===== src/logic/hrpc_pkg.sv =====
// Purpose: constants and carriers shared by the hibernation power controller
// Assumes: 32-bit classic wishbone, byte addresses
// Notes: control bit order is fixed by the packed struct below

package hrpc_pkg;

  // ****************************************
  // register byte offsets
  // ****************************************
  localparam logic [8:0] ADDR_COUNT = 9'h000;
  localparam logic [8:0] ADDR_MATCH_A = 9'h004;
  localparam logic [8:0] ADDR_MATCH_B = 9'h008;
  localparam logic [8:0] ADDR_LOAD = 9'h00c;
  localparam logic [8:0] ADDR_CTL = 9'h010;
  localparam logic [8:0] ADDR_MASK = 9'h014;
  localparam logic [8:0] ADDR_RAW = 9'h018;
  localparam logic [8:0] ADDR_MASKED = 9'h01c;
  localparam logic [8:0] ADDR_CLEAR = 9'h020;
  localparam logic [8:0] ADDR_TRIM = 9'h024;
  localparam logic [8:0] ADDR_DATA_LO = 9'h030;
  localparam logic [8:0] ADDR_DATA_HI = 9'h12c;

  // ****************************************
  // reset values and counts
  // ****************************************
  localparam logic [31:0] MATCH_RST = 32'hffffffff;
  localparam logic [31:0] LOAD_RST = 32'hffffffff;
  localparam logic [15:0] TRIM_RST = 16'h7fff;
  localparam logic [15:0] PREDIV_NOMINAL = 16'h7fff;
  localparam logic [5:0] TRIM_SECOND = 6'h3f;
  localparam logic [6:0] XTAL_DIV_LAST = 7'h7f;
  localparam int DATA_WORDS = 64;

  // ****************************************
  // carriers
  // ****************************************
  // control register, bit 0 upward: count_en, sleep_req, clk_sel (bit 2), ...
  typedef struct packed {
    logic lowbatt_abort_enable;
    logic slow_clk_enable;
    logic lowbatt_detect_enable;
    logic pin_wake_enable;
    logic match_wake_enable;
    logic slow_clk_select_bit;
    logic sleep_request;
    logic seconds_count_enable;
  } hrpc_ctl_s;

  // event bits as seen in raw, mask, masked and clear views
  typedef struct packed {
    logic pin_wake;
    logic lowbatt_flag;
    logic match_b;
    logic match_a;
  } hrpc_evt_s;

  typedef enum {
    HRPC_AWAKE,
    HRPC_ASLEEP
  } hrpc_state_e;

endpackage


===== src/logic/hrpc_power_ctrl.sv =====
// Purpose: hibernation power controller with seconds counter and retained words
// Assumes: inputs synchronous to clk_i; slow reference sampled as a level
// Notes: the slow reference is oversampled, so no second clock domain exists

`timescale 1ns/1ps

module hrpc_power_ctrl (
  input wire logic clk_i,
  input wire logic rst_i,
  input wire logic wb_cyc_i,
  input wire logic wb_stb_i,
  input wire logic wb_we_i,
  input wire logic [8:0] wb_adr_i,
  input wire logic [3:0] wb_sel_i,
  input wire logic [31:0] wb_dat_i,
  output logic [31:0] wb_dat_o,
  output logic wb_ack_o,
  input wire logic slow_ref_i,
  input wire logic wake_n_i,
  input wire logic lowbatt_i,
  output logic regulator_off_n_o,
  output logic irq_o
);
  import hrpc_pkg::*;

  // ****************************************
  // bus decode
  // ****************************************
  logic ack_q, ack_d;
  logic [31:0] rdat_q, rdat_d;
  logic req, wr;
  logic [31:0] be_mask, wval;
  logic in_data;
  logic [5:0] data_idx;
  logic [6:0] data_off;

  // byte lanes expand to a bit mask
  for (genvar g = 0; g < 4; g++) begin : g_lane
    assign be_mask[8*g +: 8] = {8{wb_sel_i[g]}};
  end

  // request is taken once; ack drops the cycle after it is given
  assign req = wb_cyc_i & wb_stb_i & ~ack_q;
  assign wr = req & wb_we_i;
  assign in_data = (wb_adr_i >= ADDR_DATA_LO) && (wb_adr_i <= ADDR_DATA_HI);
  assign data_off = wb_adr_i[8:2] - ADDR_DATA_LO[8:2];
  assign data_idx = data_off[5:0];

  // ****************************************
  // registers
  // ****************************************
  hrpc_ctl_s ctl_q, ctl_d;
  hrpc_evt_s mask_q, mask_d, raw_q, raw_d, evt_set;
  logic [31:0] match_a_q, match_a_d, match_b_q, match_b_d, load_q, load_d;
  logic [15:0] trim_q, trim_d;
  logic [31:0] mem_q [DATA_WORDS];
  hrpc_state_e state_q, state_d;
  logic off_n_q, off_n_d, irq_q, irq_d;
  logic load_wr, clear_wr;
  hrpc_evt_s clear_bits;

  // ****************************************
  // synchronisers and slow time base
  // ****************************************
  logic ref_s1_q, ref_s2_q, ref_s3_q, wake_s1_q, wake_s2_q, wake_s3_q, lb_s1_q, lb_s2_q;
  logic [6:0] div_q, div_d;
  logic [15:0] pre_q, pre_d;
  logic [5:0] phase_q, phase_d;
  logic [31:0] count_q, count_d;
  logic ref_rise, slow_tick, sec_tick, wake_edge, lb_low;

  // first stages feed only the second stages
  always_ff @(posedge clk_i) begin
    if (rst_i) begin
      ref_s1_q <= 1'b0;
      ref_s2_q <= 1'b0;
      ref_s3_q <= 1'b0;
      wake_s1_q <= 1'b1;
      wake_s2_q <= 1'b1;
      wake_s3_q <= 1'b1;
      lb_s1_q <= 1'b0;
      lb_s2_q <= 1'b0;
    end else begin
      ref_s1_q <= slow_ref_i;
      ref_s2_q <= ref_s1_q;
      ref_s3_q <= ref_s2_q;
      wake_s1_q <= wake_n_i;
      wake_s2_q <= wake_s1_q;
      wake_s3_q <= wake_s2_q;
      lb_s1_q <= lowbatt_i;
      lb_s2_q <= lb_s1_q;
    end
  end

  // edge detection looks only at synchronised stages
  assign ref_rise = ref_s2_q & ~ref_s3_q;
  assign wake_edge = ~wake_s2_q & wake_s3_q;
  assign lb_low = lb_s2_q; // comparator output below 2.35 V, synchronised
  assign load_wr = wr && (wb_adr_i == ADDR_LOAD);
  assign clear_wr = wr && (wb_adr_i == ADDR_CLEAR);
  assign wval = wb_dat_i & be_mask;
  assign clear_bits = wval[3:0];

  // slow tick: crystal path divided, oscillator path direct
  always_comb begin
    div_d = div_q;
    slow_tick = 1'b0;
    if (ctl_q.slow_clk_enable && ref_rise) begin
      if (ctl_q.slow_clk_select_bit) begin
        slow_tick = 1'b1;
      end else begin
        div_d = div_q + 7'h01;
        slow_tick = (div_q == XTAL_DIV_LAST);
      end
    end
  end

  // predivider counts down; trimmed reload one second in 64
  always_comb begin
    pre_d = pre_q;
    phase_d = phase_q;
    count_d = count_q;
    sec_tick = 1'b0;
    if (slow_tick) begin
      if (pre_q == 16'h0000) begin
        sec_tick = 1'b1;
        phase_d = phase_q + 6'h01;
        // a longer reload stretches the second, slowing the count
        pre_d = (phase_q == TRIM_SECOND) ? trim_q : PREDIV_NOMINAL;
      end else begin
        pre_d = pre_q - 16'h0001;
      end
    end
    if (sec_tick && ctl_q.seconds_count_enable) begin
      count_d = count_q + 32'h00000001;
    end
    if (load_wr) begin
      count_d = (load_q & ~be_mask) | wval;
    end
  end

  always_ff @(posedge clk_i) begin
    if (rst_i) begin
      div_q <= 7'h00;
      pre_q <= PREDIV_NOMINAL;
      phase_q <= 6'h00;
      count_q <= 32'h00000000;
    end else begin
      div_q <= div_d;
      pre_q <= pre_d;
      phase_q <= phase_d;
      count_q <= count_d;
    end
  end

  // ****************************************
  // events, power state and registers
  // ****************************************
  // match only when the counter steps onto the value, not on a load
  always_comb begin
    evt_set = '0;
    evt_set.match_a = sec_tick && ctl_q.seconds_count_enable && !load_wr && (count_d == match_a_q);
    evt_set.match_b = sec_tick && ctl_q.seconds_count_enable && !load_wr && (count_d == match_b_q);
    evt_set.pin_wake = wake_edge;
    // battery is not measured while the regulator is off
    evt_set.lowbatt_flag = ctl_q.lowbatt_detect_enable && lb_low && (state_q == HRPC_AWAKE);
  end

  always_comb begin
    ctl_d = ctl_q;
    mask_d = mask_q;
    match_a_d = match_a_q;
    match_b_d = match_b_q;
    load_d = load_q;
    trim_d = trim_q;
    state_d = state_q;
    if (wr) begin
      case (wb_adr_i)
        ADDR_MATCH_A: match_a_d = (match_a_q & ~be_mask) | wval;
        ADDR_MATCH_B: match_b_d = (match_b_q & ~be_mask) | wval;
        ADDR_LOAD: load_d = (load_q & ~be_mask) | wval;
        ADDR_CTL: ctl_d = (ctl_q & ~be_mask[7:0]) | wval[7:0];
        ADDR_MASK: mask_d = (mask_q & ~be_mask[3:0]) | wval[3:0];
        ADDR_TRIM: trim_d = (trim_q & ~be_mask[15:0]) | wval[15:0];
        default: ;
      endcase
    end
    // set wins over clear so no event is lost
    raw_d = (raw_q & ~(clear_wr ? clear_bits : 4'h0)) | evt_set;
    case (state_q)
      HRPC_AWAKE: begin
        if (ctl_q.sleep_request) begin
          // without a wake source the request would never end; it is dropped
          if (!(ctl_q.pin_wake_enable || ctl_q.match_wake_enable)) begin
            ctl_d.sleep_request = 1'b0;
          end else if (ctl_q.lowbatt_abort_enable && ctl_q.lowbatt_detect_enable && lb_low) begin
            ctl_d.sleep_request = 1'b0;
          end else begin
            state_d = HRPC_ASLEEP;
          end
        end
      end
      HRPC_ASLEEP: begin
        if ((ctl_q.pin_wake_enable && evt_set.pin_wake) ||
            (ctl_q.match_wake_enable && (evt_set.match_a || evt_set.match_b))) begin
          state_d = HRPC_AWAKE;
          ctl_d.sleep_request = 1'b0;
        end
      end
      default: state_d = HRPC_AWAKE;
    endcase
    off_n_d = (state_d != HRPC_ASLEEP);
    irq_d = |(raw_d & mask_d);
  end

  always_ff @(posedge clk_i) begin
    if (rst_i) begin
      ctl_q <= '0;
      mask_q <= '0;
      raw_q <= '0;
      match_a_q <= MATCH_RST;
      match_b_q <= MATCH_RST;
      load_q <= LOAD_RST;
      trim_q <= TRIM_RST;
      state_q <= HRPC_AWAKE;
      off_n_q <= 1'b1;
      irq_q <= 1'b0;
    end else begin
      ctl_q <= ctl_d;
      mask_q <= mask_d;
      raw_q <= raw_d;
      match_a_q <= match_a_d;
      match_b_q <= match_b_d;
      load_q <= load_d;
      trim_q <= trim_d;
      state_q <= state_d;
      off_n_q <= off_n_d;
      irq_q <= irq_d;
    end
  end

  // retained words have no reset: their content must survive every power cut
  always_ff @(posedge clk_i) begin
    if (wr && in_data) begin
      mem_q[data_idx] <= (mem_q[data_idx] & ~be_mask) | wval;
    end
  end

  // ****************************************
  // read path and answer
  // ****************************************
  // unmapped addresses answer with zero rather than stalling the bus
  always_comb begin
    rdat_d = rdat_q;
    ack_d = req;
    if (req && !wb_we_i) begin
      rdat_d = 32'h00000000;
      if (in_data) begin
        rdat_d = mem_q[data_idx];
      end else begin
        case (wb_adr_i)
          ADDR_COUNT: rdat_d = count_q;
          ADDR_MATCH_A: rdat_d = match_a_q;
          ADDR_MATCH_B: rdat_d = match_b_q;
          ADDR_LOAD: rdat_d = load_q;
          ADDR_CTL: rdat_d[7:0] = ctl_q;
          ADDR_MASK: rdat_d[3:0] = mask_q;
          ADDR_RAW: rdat_d[3:0] = raw_q;
          ADDR_MASKED: rdat_d[3:0] = raw_q & mask_q;
          ADDR_TRIM: rdat_d[15:0] = trim_q;
          default: rdat_d = 32'h00000000;
        endcase
      end
    end
  end

  always_ff @(posedge clk_i) begin
    if (rst_i) begin
      ack_q <= 1'b0;
      rdat_q <= 32'h00000000;
    end else begin
      ack_q <= ack_d;
      rdat_q <= rdat_d;
    end
  end

  assign wb_ack_o = ack_q;
  assign wb_dat_o = rdat_q;
  assign regulator_off_n_o = off_n_q;
  assign irq_o = irq_q;
endmodule


===== config.mk =====
export PLATFORM = sky130hd
export DESIGN_NAME = hrpc_power_ctrl
export DESIGN_NICKNAME = d
export VERILOG_FILES = /design/src/logic/hrpc_pkg.sv /design/src/logic/hrpc_power_ctrl.sv
export SDC_FILE = /design/constraint.sdc
export NUM_CORES = 2
export LEC_CHECK = 0
export ABC_AREA = 1
export BUFFER_PORTS_ARGS = -buffer_cell sky130_fd_sc_hd__buf_2
export CELL_PAD_IN_SITES_DETAIL_PLACEMENT = 1
export CELL_PAD_IN_SITES_GLOBAL_PLACEMENT = 2
export CORE_MARGIN = 2
export CORE_UTILIZATION = 45
export CTS_CLUSTER_SIZE = 14
export DETAILED_ROUTE_END_ITERATION = 6
export MAX_ROUTING_LAYER = met4
export PLACE_DENSITY_LB_ADDON = 0.25
export SLEW_MARGIN = 20
export SYNTH_ARGS = -nofsm -noshare
export SYNTH_HDL_FRONTEND = slang
export SYNTH_SLANG_ARGS = --single-unit

===== constraint.sdc =====
create_clock -name clk_i -period 11.8 [get_ports clk_i]
set_input_delay 0.59 -clock clk_i [delete_from_list [all_inputs] [get_ports clk_i]]
set_output_delay 0.59 -clock clk_i [all_outputs]
set_load 0.1 [all_outputs]

==> results.cfg <==
[worst_setup_path]
startpoint_type = primary input
endpoint_kind = flop
timing.critical_path.from = wb_stb_i
critPathKind = primary input to flop
worstReg2RegStart = wb_ack_o$_SDFF_PP0_
cp_max_fo = 17
arrival_ns = 5.98
worst_ep_required_time_ns = 12.32

[drt]
firstDrtPassIters = 5
final_antenna_net_count = 0
wl_per_cell_um = 32.9
via_per_inst = 6.33
dr.first_iter.drc_count = 7616
vias = 60990
drc = 0
drt-total-wl_mm = 317

[logic_synthesis]
synthArstFlopShare_pct = 0
seq_area_frac_synth_pct = 74.6
synth_area_leader_cell = edfxtp_1
synth.distinct_cells = 56
syn_area_per_cell_sq_um = 13.4
synth_ff_type = edfxtp_1
ys_warn_count = 0
synth_top_area_share_pct = 68.7
ys_top_cells_by_area = edfxtp_1 (69%), a22oi_1 (6.8%), dfxtp_1 (5.9%)
syn-cell-area_sq_um = 89600
syn_inst = 6670
ys_seq_elements = 2312
synth-edff-count = 2048

[timing]
layout_setup_ws_ns = 6.35
tns_ns = 0
slew_headroom_pct = 15.6
slew_viol_final = 0
clock_skew_ns = 0.0530
setup-violations-final = 0
fin_hold_ws_ns = 0.103
rsz0062_at_grt = false
period_share_pct = 46.2
min_period_ns = 5.45
hold_viol = 0
max_freq_mhz = 183
worstMarginPinSlew_ns = 1.25

[final_layout]
fillers = 19426
utilization_pct = 51.4
fin_nets = 6839
fin_cells = 9639
drive_above_1_share_pct = 10.5
syn2layout_area_growth_pct = 13.4
design_area_sq_um = 102000

[grt]
antenna_found_initial = 17
first_global_vias = 61436
grt_pass1_wl_mm = 453
grt.total_usage_pct = 31.8
grt_max_degree = 132
grt_overflow = 0

[clocking]
path_clk_slew_ns = 0.06
cts_max_level = 4
cts.sinks = 2312
cts_setup_buffers = 0
cts_root_buf = clkbuf_16
post_cts_resized = 0
ctsLongestPathBuffers = 3
cts_tree = built
clk_latency_ns = 0.91
cts_buffers = 234

[pwr]
p_per_area_nw_per_um2 = 176
power_leakage_nw = 33.8
p_sw_mw = 4.32
p_clk_share_pct = 41.7
vdd.ir_drop.worst_uv = 177
p_comb_share_pct = 7.1
internal_power_mw = 13.6
power_mw = 17.9
switching_share_pct = 24.2
power_frac_seq_pct = 51.1

[place]
place_ws_ns = 5.58
dpl.cell_count = 9169
routabilityCongestion = 0.901
placed_area_sq_um = 93700
portBuffers = 87
hpwl_mm = 184

[run]
maxCapViolations = 0

[run_status]
outcome = completed

[floorplanning]
core_area_sq_um = 198000
initial_core_util_pct = 45.3
rows = 163
die-area_sq_um = 203000
fp.dieH_um = 450
io_pins = 88
fp.dieW_um = 450

[worst_hold_path]
hp-start = rst_i
hp-class = primary input to flop
## path summary, 6_finish.rpt
kind | to | slack, ns | cells past startpoint
setup / recovery | mem_q[4][17]$_DFFE_PP_ | 6.35 | 14
hold / removal | ref_s3_q$_SDFF_PP0_ | 0.10 | 2
setup reg to reg | mem_q[4][17]$_DFFE_PP_ | 6.96 | 10
hold reg to reg | ref_s2_q$_SDFF_PP0_ | 0.40 | 2
## final cells by class
type	instances	area, sq um	area share, %
Antenna cell	9	22.5	0.0222
Clock buffer	296	6140	6.04
Clock inverter	152	1500	1.48
Inverter	248	960	0.945
Multi-Input combinational cell	3730	21100	20.7
Sequential cell	2312	66800	65.7
Tap cell	2640	3300	3.25
Timing Repair Buffer	252	1820	1.79
## sequential cells by signal, indices dropped and copies added (netlist names), named ones only
signal,flops
raw_q,4
wake_s2_q,1
regulator_off_n_o,1
div_q,7
ref_s2_q,1
ref_s3_q,1
wake_s1_q,1
wb_ack_o,1
load_q,32
ref_s1_q,1
wake_s3_q,1
ctl_q,1
state_q,32
mask_q,4
lb_low,1
pre_q,16
irq_o,1
lb_s1_q,1
wb_dat_o,32
count_q,32
mem_q,2048
phase_q,6
## worst max-delay path: stages
cell           delay, ns
dlygate4sd3_1       0.53
buf_2               0.10
nand2_1             0.05
dlygate4sd3_1       0.57
nor2_1              0.09
inv_1               0.08
nor2_1              0.80
inv_1               0.37
nor2_1              0.39
inv_1               0.23
nor2_1              0.26
nand2_1             0.49
nor2_4              0.87
buf_4               0.48
## routing by layer
metal  vias up  global-route usage (%)  routed length, um
met5         -                       -                  0
met4         0                    12.8              13600
met3       632                    5.47              27000
met2      2923                    48.8             149000
met1     31714                    42.3             128000
li1      25721                       -                  -
## cell usage after synthesis, types with 3 or more instances
cell / number
a21oi_1: 145
a221oi_1: 17
a22oi_1: 813
a31oi_1: 122
a32o_1: 25
a41oi_1: 3
buf_1: 92
buf_2: 37
buf_6: 4
clkbuf_1: 273
clkinv_1: 3
dfxtp_1: 264
edfxtp_1: 2048
ha_1: 8
inv_1: 241
inv_2: 3
nand2_1: 1095
nand2_2: 13
nand3_1: 538
nand3_2: 14
nand3b_1: 3
nand4_1: 129
nor2_1: 295
nor2_2: 6
nor2_4: 3
nor3_1: 17
nor4_1: 13
o2111ai_1: 11
o211ai_1: 31
o21ai_0: 224
o21ai_1: 3
o221ai_1: 79
o22ai_1: 42
o31ai_1: 4
or4_1: 10
xor2_1: 13
## logic make-up after synthesis
| family | count (synthesis) | share of synthesized area [%] |
|---|---|---|
| compound gates | 1531 | 11.8 |
| other cells | 1 | 0.00419 |
| xor+xnor | 15 | 0.147 |
| buf+inv | 658 | 2.89 |
| mux | 1 | 0.0112 |
| simple gates | 2144 | 10.5 |
| flops | 2312 | 74.6 |
| fa+ha+maj | 8 | 0.112 |
## cell usage in the layout (no fill, tap or decap), drive strengths merged, types with 5 or more instances in the layout
cell type / count
edfxtp: 2048
nand2: 1109
a22oi: 813
nand3: 553
nor2: 305
clkbuf: 296
dfxtp: 264
inv: 254
buf: 239
o21ai: 227
a21oi: 145
nand4: 129
a31oi: 122
clkinv: 118
o221ai: 79
o22ai: 42
o211ai: 31
conb: 31
a32o: 25
bufinv: 23
nor3: 19
a221oi: 17
xor2: 13
nor4: 13
dlygate4sd3: 13
o2111ai: 11
or4: 10
diode: 9
ha: 8
clkinvlp: 5
## timing repair
item                       CTS  global route
setup endpoints to repair    0             0
hold buffers                13             0
hold endpoints to repair    13             0
## power by group through the flow
| stage | Sequential (mW) | Combinational (mW) | Clock, mW |
|---|---|---|---|
| after floorplan | 9.36 | 0.598 | 0 |
| after global placement | 9.32 | 1.21 | 0 |
| after detailed placement | 9.32 | 1.24 | 0 |
| after CTS | 9.15 | 1.25 | 7.52 |
| after global routing | 9.14 | 1.34 | 7.82 |
| final | 9.14 | 1.28 | 7.46 |
(Power assumes the default switching activity.)
